$ cat src/zcd_defines.vh
// Register offsets, field positions and reset values of the zero-cross detector
`ifndef ZCD_DEFINES_VH
`define ZCD_DEFINES_VH
// Word byte addresses on the Avalon-MM bus
`define ZCD_CTRL_OFS      4'h0
`define ZCD_FLAG_OFS      4'h4
`define ZCD_IRQEN_OFS     4'h8
`define ZCD_ISTAT_OFS     4'hC
// Control register fields
`define ZCD_CTRL_EN_BIT   7
`define ZCD_CTRL_OUT_BIT  5
`define ZCD_CTRL_INV_BIT  4
`define ZCD_CTRL_RISE_BIT 1
`define ZCD_CTRL_FALL_BIT 0
// Interrupt enable register fields
`define ZCD_IEN_XING_BIT  0
`define ZCD_IEN_PERI_BIT  1
`define ZCD_IEN_MAST_BIT  2
// Status bits of the sticky interrupt register
`define ZCD_IST_XING_BIT  0
`define ZCD_IST_INV_BIT   1
`define ZCD_IST_W         2
// Reset values
`define ZCD_CTRL_RST      8'h00
`define ZCD_IEN_RST       3'h0
`define ZCD_MASK_RST      2'h0
`endif

$ cat src/zcd_logic_irq.v
// Digital side of the zero-cross detector with edge flags and bus registers
//
// Overview of operation
// - Comparator high means sink, low means source
// - Output bit reads one while sinking
// - Inversion complements the logic output
// - Inversion acts even when detector disabled
// - Rise and fall detectors watch logic output
// - Enabled edge sets crossing event flag
// - Request needs flag and three enables
// - Inversion toggle may set the flag
// - Edge set wins over software clear
// - Enable forces pin output and output enable low, else GPIO drives them
// - Enable resets per configuration disable strap
// - Logic keeps working in sleep
//
// Local design decisions: the Avalon-MM slave port and the address map.
`timescale 1ns/100ps
`default_nettype none
`include "zcd_defines.vh"

module zcd_logic_irq
(
  input  wire        mclk,
  input  wire        rst_b,
  input  wire [3:0]  avsAddress,
  input  wire        avsRead,
  input  wire        avsWrite,
  input  wire [31:0] avsWriteData,
  input  wire [3:0]  avsByteEnable,
  output reg  [31:0] avsReadData,
  output wire        avsWaitRequest,
  input  wire        cmpSinkRaw,
  input  wire        porDefaultOff,
  input  wire        sleepMode,
  input  wire        gpioOut,
  input  wire        gpioOutEn,
  output wire        pinOut,
  output wire        pinOutEn,
  output wire        stageEnable,
  output wire        crossingLogicOutput,
  output wire        crossingIrq,
  output wire        irq
);

  // ==========================================================
  // Address decode shared by every register
  // ==========================================================
  function regHit;
    input [3:0] addr;
    input [3:0] ofs;
    begin
      regHit = (addr == ofs);
    end
  endfunction

  // ==========================================================
  // Bus handshake: one wait cycle per access
  // ==========================================================
  reg  ack_q;
  wire access;
  wire ack_d;
  wire take;
  wire wrTake;
  wire rdTake;
  wire ctrlWr;
  wire flagWr;
  wire ienWr;
  wire istRd;

  assign access         = avsRead | avsWrite;
  // Wait in the first cycle, answer in the second
  assign avsWaitRequest = access & ~ack_q;
  assign ack_d          = access & ~ack_q;
  assign take           = access & ack_q;
  // Writes need byte lane zero
  assign wrTake         = avsWrite & ack_q & avsByteEnable[0];
  assign rdTake         = avsRead & ack_q;
  assign ctrlWr         = wrTake & regHit(avsAddress, `ZCD_CTRL_OFS);
  assign flagWr         = wrTake & regHit(avsAddress, `ZCD_FLAG_OFS);
  assign ienWr          = wrTake & regHit(avsAddress, `ZCD_IRQEN_OFS);
  assign istRd          = rdTake & regHit(avsAddress, `ZCD_ISTAT_OFS);

  always @(posedge mclk or negedge rst_b)
  begin
    if (!rst_b)
      ack_q <= 1'b0;
    else
      ack_q <= ack_d;
  end

  // ==========================================================
  // Synchroniser and strap capture
  // ==========================================================
  reg syncA_q;
  reg syncB_q;
  reg strapDone_q;
  reg enable_q;
  reg invert_q;
  reg riseEn_q;
  reg fallEn_q;
  reg [2:0] ien_q;
  reg flag_q;
  reg logicPrev_q;
  reg [`ZCD_IST_W-1:0] istat_q;
  reg [`ZCD_IST_W-1:0] imask_q;

  always @(posedge mclk or negedge rst_b)
  begin
    if (!rst_b)
    begin
      syncA_q <= 1'b0;
      syncB_q <= 1'b0;
    end
    else
    begin
      syncA_q <= cmpSinkRaw;
      syncB_q <= syncA_q;
    end
  end

  // ==========================================================
  // Polarity and logic output
  // ==========================================================
  // sink decision after sync
  wire sinkActive = syncB_q;
  wire logicOut = sinkActive ^ invert_q;
  assign crossingLogicOutput = logicOut;

  // ==========================================================
  // Edge detection and flag, free of sleep gating
  // ==========================================================
  // no sleep term anywhere below
  wire unusedSleep = sleepMode;
  wire riseEdge = logicOut & ~logicPrev_q;
  wire fallEdge = ~logicOut & logicPrev_q;
  wire flagSet = (riseEdge & riseEn_q) | (fallEdge & fallEn_q);
  // Inversion change for the sticky status
  wire invEdge = ctrlWr & (avsWriteData[`ZCD_CTRL_INV_BIT] != invert_q);

  // Previous logic level for both detectors
  always @(posedge mclk or negedge rst_b)
  begin
    if (!rst_b)
      logicPrev_q <= 1'b0;
    else
      logicPrev_q <= logicOut;
  end

  always @(posedge mclk or negedge rst_b)
  begin
    if (!rst_b)
      flag_q <= 1'b0;
    else if (flagSet)
      flag_q <= 1'b1;
    else if (flagWr)
      flag_q <= avsWriteData[0];
  end

  // ==========================================================
  // Interrupt request
  // ==========================================================
  // request needs all enables
  assign crossingIrq = flag_q & ien_q[`ZCD_IEN_XING_BIT] &
                       ien_q[`ZCD_IEN_PERI_BIT] & ien_q[`ZCD_IEN_MAST_BIT];

  // ==========================================================
  // Control registers
  // ==========================================================
  // strap caught on first edge after reset
  always @(posedge mclk or negedge rst_b)
  begin
    if (!rst_b)
    begin
      strapDone_q <= 1'b0;
      enable_q    <= 1'b0;
    end
    else if (!strapDone_q)
    begin
      strapDone_q <= 1'b1;
      enable_q    <= ~porDefaultOff;
    end
    else if (ctrlWr)
      enable_q <= avsWriteData[`ZCD_CTRL_EN_BIT];
  end

  always @(posedge mclk or negedge rst_b)
  begin
    if (!rst_b)
      invert_q <= 1'b0;
    else if (ctrlWr)
      invert_q <= avsWriteData[`ZCD_CTRL_INV_BIT];
  end

  always @(posedge mclk or negedge rst_b)
  begin
    if (!rst_b)
    begin
      riseEn_q <= 1'b0;
      fallEn_q <= 1'b0;
    end
    else if (ctrlWr)
    begin
      riseEn_q <= avsWriteData[`ZCD_CTRL_RISE_BIT];
      fallEn_q <= avsWriteData[`ZCD_CTRL_FALL_BIT];
    end
  end

  always @(posedge mclk or negedge rst_b)
  begin
    if (!rst_b)
    begin
      ien_q   <= `ZCD_IEN_RST;
      imask_q <= `ZCD_MASK_RST;
    end
    else if (ienWr)
    begin
      ien_q   <= avsWriteData[2:0];
      imask_q <= avsWriteData[9:8];
    end
  end

  // ==========================================================
  // Pin ownership
  // ==========================================================
  // enable selects pin owner
  assign stageEnable = enable_q;
  assign pinOut      = enable_q ? 1'b0 : gpioOut;
  assign pinOutEn    = enable_q ? 1'b0 : gpioOutEn;

  // ==========================================================
  // Sticky status, cleared by read; set wins
  // ==========================================================
  reg                   flagPrev_q;
  wire [`ZCD_IST_W-1:0] istSet;
  wire [`ZCD_IST_W-1:0] istHold;

  // Bit0 on request rise, bit1 on inversion change
  assign istSet  = {invEdge, crossingIrq & ~flagPrev_q};
  // Read clears, a same-cycle set still lands
  assign istHold = istRd ? {`ZCD_IST_W{1'b0}} : istat_q;

  always @(posedge mclk or negedge rst_b)
  begin
    if (!rst_b)
      flagPrev_q <= 1'b0;
    else
      flagPrev_q <= crossingIrq;
  end

  always @(posedge mclk or negedge rst_b)
  begin
    if (!rst_b)
      istat_q <= {`ZCD_IST_W{1'b0}};
    else
      istat_q <= istHold | istSet;
  end

  assign irq = |(istat_q & imask_q);

  // ==========================================================
  // Read data
  // ==========================================================
  reg [31:0] rdMux;

  always @*
  begin
    rdMux = 32'h00000000;
    case (avsAddress)
      `ZCD_CTRL_OFS:
        rdMux = {24'h000000, enable_q, 1'b0, logicOut, invert_q,
                 2'b00, riseEn_q, fallEn_q};
      `ZCD_FLAG_OFS:
        rdMux = {31'h00000000, flag_q};
      `ZCD_IRQEN_OFS:
        rdMux = {22'h000000, imask_q, 5'h00, ien_q};
      `ZCD_ISTAT_OFS:
        rdMux = {30'h00000000, istat_q};
      default:
        rdMux = 32'h00000000;
    endcase
  end

  // Captured in the wait cycle, stands at the answer edge
  always @(posedge mclk or negedge rst_b)
  begin
    if (!rst_b)
      avsReadData <= 32'h00000000;
    else if (avsRead & ~ack_q)
      avsReadData <= rdMux;
  end

  wire unusedTake = take | unusedSleep | avsByteEnable[1];

endmodule
`default_nettype wire

$ cat config.mk
export PLATFORM = sky130hd
export DESIGN_NAME = zcd_logic_irq
export DESIGN_NICKNAME = d
export VERILOG_FILES = /design/src/zcd_logic_irq.v
export VERILOG_INCLUDE_DIRS = /design/src /design/src/src
export SDC_FILE = /design/constraint.sdc
export NUM_CORES = 1
export LEC_CHECK = 0
export BUFFER_PORTS_ARGS = -buffer_cell sky130_fd_sc_hd__buf_2
export CORE_MARGIN = 2
export CORE_UTILIZATION = 45
export DETAILED_ROUTE_END_ITERATION = 16
export PLACE_DENSITY_LB_ADDON = 0.25
export SLEW_MARGIN = 20
export SYNTH_ARGS = -nofsm -noshare
export SYNTH_HDL_FRONTEND = slang
export SYNTH_SLANG_ARGS = --single-unit
export TNS_END_PERCENT = 1
$ cat constraint.sdc
create_clock -name mclk -period 2 [get_ports mclk]
set_input_delay 0.3 -clock mclk [delete_from_list [all_inputs] [get_ports mclk]]
set_output_delay 0.3 -clock mclk [all_outputs]
set_load 0.02 [all_outputs]
==> results.ini, run 1 <==
[floorplanning]
coreArea_um2 = 2780
die_y_um = 58.4
die_w_um = 58.4
start_util_pct = 47.8
rows = 19
ioPinCount = 88
die-area_um2 = 3410

[global_route]
grt_busiest_layer = met2
gr-usage-all-layers_pct = 14.0
grt_max_degree = 27
gr-total-overflow = 0
grt_pass1_vias = 813
grt.met2_usage_pct = 22.3
grt_pass1_wl_mm = 3.59
antenna_found_initial = 0
grt_use_met3_pct = 3.52
grt_use_met1_pct = 17.6

[worst_setup_path]
crit_chain = xor2_1, buf_2
critical_path_buf_inv_count = 1
worst_path_max_delay_cell = dfrtp_1
path_max_fanout = 4
cp-start-kind = flop
startpoint = invert_q$_DFFE_PN0P_
critPathKind = flop to primary output
cp-end-kind = primary output
slowest_delay_ns = 0.44
r2r-start = ack_q$_DFF_PN0_
worstPathRequired_ns = 1.70
worst_path_dominant_cell_family = flip-flops
arrival_ns = 1.36

[detailed_routing]
via_count = 916
remaining_drc_errors = 0
wl_per_cell_um = 11.6
dr.pass1.iters = 4
finalWirelength_mm = 2.21
viasPerCell = 4.82
drt-initial-drc-count = 22
ant_nets = 0

[power_and_ir_drop]
ir_worst_vdd_mv = 0.513
netSwitchingFraction_pct = 29.0
p_switching_mw = 0.315
p_int_mw = 0.773
power_density_nw_per_um2 = 736
total_leakage_power_nw = 0.760
pwr-share-seq_pct = 56.7
combinationalPowerShare_pct = 19.8
p_clk_share_pct = 23.5

[clock_tree]
post_cts_resized = 0
htree_levels = 1
cts_root_buffer = clkbuf_4
hold_buffers = 1
path_clk_slew_ns = 0.13
clock_path_buffers = 2
clock-sinks = 26
cts_tree = yes
postCtsSetupBuffers = 0
clk_latency_ns = 0.31
cts_inserted_buffers = 3

[sta]
fin_crit_sh_pct = 83.0
fmax_mhz = 602
worstMarginPinSlew_ns = 0.586
rsz0062_at_grt = false
hold_viol_final = 0
setup_viol = 0
timing.final.ws_setup_ns = 0.340
slew_headroom_pct = 60.6
final_max_slew_viol_count = 0
finalSetupTns_ns = 0
period_needed_ns = 1.66
skew_ns = 0.00353

[hold_path]
hold_path_class = input pin to flop
worstHoldStart = cmpSinkRaw

[placement]
dp.final_hpwl_mm = 1.79
gp_congestion = 0.787
pre_cts_ws_ns = 0.362
numPortBuffers = 34
placed_cells = 185

[synth]
syn_avg_cell_area_um2 = 10.8
async_flop_share_pct = 100
ys_seq_area_share_pct = 48.9
synthesis.area_um2 = 1330
yosys_warnings = 0
synth-edff-count = 0
synthCells = 123
ys.flop_type = dfrtp_1
synth_area_leader_cell = dfrtp_1
ys_types = 32
synth_top_area_share_pct = 48.9
ys_ff_latch = 26
synthTopCellsByArea = dfrtp_1, buf_4, mux2_2

[status]
status = finished clean

[run]
maxCapViolCount = 0

[cells_and_area]
final_nets = 209
drive_gt1_share_pct = 33.3
layout_common_cells = buf_2, dfrtp_1, conb_1
final_common_cell = buf_2
area_delta_synth_final_pct = 11.2
post-route-util_pct = 53.2
stdcell_count = 190
nFillCells = 258
n_antenna_cell = 0

cells in the mapped netlist (3+ instances only):
cell,instances
mux2_2,11
nand2_1,15
a22o_1,3
buf_4,24
o21ai_0,9
a22oi_1,3
dfrtp_1,26
worst register-to-register path, stage by stage, from the launching register on:
cell     delay (ns)
dfrtp_1        0.42
and3_1         0.24
and2_0         0.34
mux2_2         0.38
metrics by stage:
stage	power, mW	hold slack [ns]	cell area, um^2
6_report	1.09	0.0817	1480
3_5_place_dp	0.845	0.325	1430
2_1_floorplan	0.804	0.00441	1420
4_1_cts	1.11	0.0655	1480
5_1_grt	1.16	0.0482	1480
3_3_place_gp	0.837	0.322	1430
final cells by class:
cell class,count,area [um^2],area share [%]
flip-flops and latches,26,651,44.0
multi-input cells,91,558,37.7
repair buffers,36,188,12.7
well taps,31,38.8,2.62
clock buffers,4,36.3,2.45
inverters,2,7.51,0.508
per-layer routing:
metal  share of wire (%)  wire length [um]
met1                  40               885
met2                  51              1140
met3                 7.7               171
met4                0.72                16
met5                   0                 0
cells by family after synthesis:
| kind of cell | after synthesis | synth area share (%) |
|---|---|---|
| AOI/OAI and AO/OA | 17 | 8.18 |
| xor gates and xnor gates | 2 | 1.32 |
| buffers and inverters | 29 | 15.6 |
| DFF | 26 | 48.9 |
| muxes | 12 | 10.1 |
| other | 2 | 0.565 |
| and+or+nand+nor | 35 | 15.3 |
final timing paths:
| kind | slack (ns) | endpoint | depth (start not counted) |
|---|---|---|---|
| hold reg to reg | 0.36 | sinkActive$_DFF_PN0_ | 0 |
| min in group asynchronous | 0.49 | avsReadData[1]$_DFFE_PN0P_ | 2 |
| setup / recovery | 0.34 | crossingLogicOutput | 2 |
| max in group asynchronous | 1.15 | avsReadData[0]$_DFFE_PN0P_ | 2 |
| setup reg to reg | 0.53 | ien_q[2]$_DFFE_PN0P_ | 3 |
| hold / removal | 0.08 | syncA_q$_DFF_PN0_ | 1 |
power groups by stage:
stage                     Clock [mW]  Sequential, mW  Combinational (mW)
after floorplan                    0           0.626               0.178
after global placement             0           0.626               0.211
after detailed placement           0           0.628               0.216
after CTS                      0.271           0.618               0.218
after global routing           0.292           0.627               0.238
final                          0.256           0.617               0.215
sequential cells by signal (all words and copies together), names as in the netlist:
name	flops
stageEnable	1
sinkActive	1
ien_q	3
ack_q	1
flag_q	1
invert_q	1
riseEn_q	1
istat_q	2
avsReadData	8
flagPrev_q	1
logicPrev_q	1
strapDone_q	1
imask_q	2
syncA_q	1
fallEn_q	1
No activity file was read; power rests on OpenSTA's default activity.
==> run 2: changes to the inputs <==
--- a/config.mk
+++ b/config.mk
@@ -6,9 +6,10 @@
 export SDC_FILE = /design/constraint.sdc
 export NUM_CORES = 1
 export LEC_CHECK = 0
+export ABC_AREA = 1
 export BUFFER_PORTS_ARGS = -buffer_cell sky130_fd_sc_hd__buf_2
 export CORE_MARGIN = 2
-export CORE_UTILIZATION = 45
+export CORE_UTILIZATION = 38
 export DETAILED_ROUTE_END_ITERATION = 16
 export PLACE_DENSITY_LB_ADDON = 0.25
 export SLEW_MARGIN = 20
==> constraint.sdc (replaced) <==
create_clock -name mclk -period 1.5 [get_ports mclk]
set_input_delay 0.225 -clock mclk [delete_from_list [all_inputs] [get_ports mclk]]
set_output_delay 0.225 -clock mclk [all_outputs]
set_load 0.02 [all_outputs]
==> results.ini, run 2 <==
[status]
status = finished clean

[clock_tree]
clk_latency_ns = 0.27  ; -0.04 ns
htree_levels = 1  ; unchanged
cts_root_buffer = clkbuf_8
path_clk_slew_ns = 0.09  ; -0.04 ns
cts_tree = yes
cts_inserted_buffers = 3  ; unchanged
clock-sinks = 26  ; unchanged
clock_path_buffers = 2  ; unchanged

[detailed_routing]
viasPerCell = 4.15  ; -14%
via_count = 1042  ; +14%
dr.pass1.iters = 4  ; unchanged
drt-initial-drc-count = 51  ; +130%
ant_nets = 0  ; unchanged
wl_per_cell_um = 9.87  ; -15%
finalWirelength_mm = 2.48  ; +12%
remaining_drc_errors = 0  ; unchanged

[power_and_ir_drop]
total_leakage_power_nw = 0.948  ; +25%
power_density_nw_per_um2 = 1050  ; +43%
power_mw = 1.70  ; +56%
ir_worst_vdd_mv = 0.580  ; +13%

[cells_and_area]
n_antenna_cell = 0  ; unchanged
drive_gt1_share_pct = 26.1  ; -7.2 points
area_delta_synth_final_pct = 16.1
final_common_cell = buf_2
registers.top_by_ff_count = avsReadData
layout_common_cells = buf_2, nand2_1, dfrtp_1
largest_reg_flops = 8  ; unchanged
final_nets = 253  ; +21%
reg_top3 = avsReadData x8, ien_q x3

[global_route]
grt_use_met1_pct = 16.2  ; -1.4 points
grt.met2_usage_pct = 21.9  ; -0.44 points
grt_busiest_layer = met2
grt_max_degree = 27  ; unchanged
antenna_found_initial = 0  ; unchanged
grt_use_met3_pct = 3.99  ; +0.48 points
gr-total-overflow = 0  ; unchanged
grt_pass1_vias = 934  ; +15%
grt_pass1_wl_mm = 4.13  ; +15%
gr-usage-all-layers_pct = 12.8  ; -1.2 points

[synth]
ys.flop_type = dfrtp_1
ys_ff_latch = 26  ; unchanged
ys_seq_area_share_pct = 46.7  ; -2.2 points
syn_avg_cell_area_um2 = 8.55  ; -21%
synth_top_area_share_pct = 46.7  ; -2.2 points
async_flop_share_pct = 100  ; unchanged
yosys_warnings = 0  ; unchanged
synth_top_cells_by_count = nand2_1, dfrtp_1, buf_4
synthTopCellsByArea = dfrtp_1, buf_4, nand2_1
synth-edff-count = 0  ; unchanged
synth_area_leader_cell = dfrtp_1
synth.most_common_cell = nand2_1
synthCells = 163  ; +33%
ys_types = 25  ; -22%
synthesis.area_um2 = 1390  ; +4.8%

[worst_setup_path]
path_max_fanout = 3  ; -1
cp-end-kind = primary output
slowest_delay_ns = 0.44  ; about the same
crit_chain = xnor2_2, inv_1, buf_2
critical_path_buf_inv_count = 2  ; +1
critPathKind = flop to primary output
worst_path_max_delay_cell = dfrtp_1
worst_path_dominant_cell_family = flip-flops
worstPathRequired_ns = 1.27  ; -0.43 ns
arrival_ns = 1.15  ; -0.21 ns
cp-start-kind = flop

[sta]
finalSetupTns_ns = 0  ; unchanged
slew_headroom_pct = 60.8  ; +0.24 points
final_max_slew_viol_count = 0  ; unchanged
fin_crit_sh_pct = 91.4
holdWs_ns = 0.0582  ; -0.0235 ns
hold_viol_final = 0  ; unchanged
fmax_mhz = 730
setup_viol = 0  ; unchanged
rsz0062_at_grt = false
worstMarginPinSlew_ns = 0.588  ; +0.00173 ns
period_needed_ns = 1.37
skew_ns = 0.00287  ; -0.000655 ns

[floorplanning]
rows = 22  ; +3
die_w_um = 64.6  ; +11%
die_y_um = 64.6  ; +11%
ioPinCount = 88  ; unchanged
die-area_um2 = 4170  ; +22%
coreArea_um2 = 3610  ; +30%
start_util_pct = 38.7  ; -9.2 points

[placement]
gp_congestion = 0.854  ; +8.5%
dp.final_hpwl_mm = 1.97  ; +11%
numPortBuffers = 34  ; unchanged

[run]
maxCapViolCount = 0  ; unchanged

[hold_path]
hold_path_class = input pin to flop

-- run 2: cell types whose count changed in the layout (fill, tap and decap cells not counted), sizes merged, moves of 3 or more --
cell / change
nand2: +19
a21oi: +3
nor2: +12
mux2: -11
o21ai: +5
a22oi: -3
inv: +22
nand3: +11
a22o: -3
-- run 2: final cells by class --
| class | instances | area [um^2] |
|---|---|---|
| flip-flops and latches | 26 | 651 |
| well taps | 48 | 60.1 |
| clock buffers | 4 | 55.1 |
| repair buffers | 37 | 195 |
| inverters | 24 | 92.6 |
| fillers | 394 | 1990 |
| multi-input cells | 112 | 564 |
-- run 2: kinds of logic (layout without fill, tap and decap cells) --
group | count (synthesis) | after routing | synth area share, %
flops | 26 | 26 | 46.7
compound gates | 20 | 20 | 7.90
buf+inv | 48 | 65 | 19.6
other cells | 2 | 25 | 0.539
xor+xnor | 2 | 2 | 1.26
simple gates | 65 | 65 | 24.1
-- run 2: routing by layer --
metal / up-vias / part of all wire [%]
met5: - / 0
met2: 33 / 50
li1: 537 / -
met3: 0 / 5.7
met4: 0 / 0
met1: 472 / 44
-- run 2: worst reg2reg max path, cell delays in order (launching register included) --
cell	delay (ns)
dfrtp_1	0.42
nor2_1	0.28
inv_1	0.22
nand2_1	0.09
o21ai_0	0.07
-- run 2: final timing paths --
| kind | cells past startpoint | slack, ns | start | end |
|---|---|---|---|---|
| min in group asynchronous | 2 | 0.48 | rst_b | syncA_q$_DFF_PN0_ |
| worst max register to register | 4 | 0.31 | ack_q$_DFF_PN0_ | avsReadData[8]$_DFFE_PN0P_ |
| worst min register to register | 0 | 0.36 | syncA_q$_DFF_PN0_ | sinkActive$_DFF_PN0_ |
| worst max-delay path | 3 | 0.13 | invert_q$_DFFE_PN0P_ | crossingLogicOutput |
| max in group asynchronous | 2 | 0.63 | rst_b | imask_q[0]$_DFFE_PN0P_ |
| worst min-delay path | 1 | 0.06 | cmpSinkRaw | syncA_q$_DFF_PN0_ |
-- run 2: repair_timing --
action | in CTS | in global routing
gates resized for setup | 0 | 1
endpoints found under the setup margin | 0 | 1
hold endpoints to repair | 26 | 0
buffers inserted | 0 | 0
hold buffers | 1 | 0
-- run 2: report_power, final --
part | switching, mW | internal [mW]
logic | 0.272 | 0.140
registers | 0.0537 | 0.785
clock network | 0.211 | 0.234
-- run 2: metrics by stage --
step / instance area, um^2 / util [%] / worst slack, ns / std cells
2_1_floorplan: 1480 / - / 0.466 / 186
3_3_place_gp: 1550 / 42.9 / 0.299 / 246
3_5_place_dp: 1550 / 42.9 / 0.311 / 246
4_1_cts: 1610 / 44.7 / 0.0447 / 251
5_1_grt: 1620 / 44.9 / 0.0585 / 251
6_report: 1620 / 44.9 / 0.129 / 251
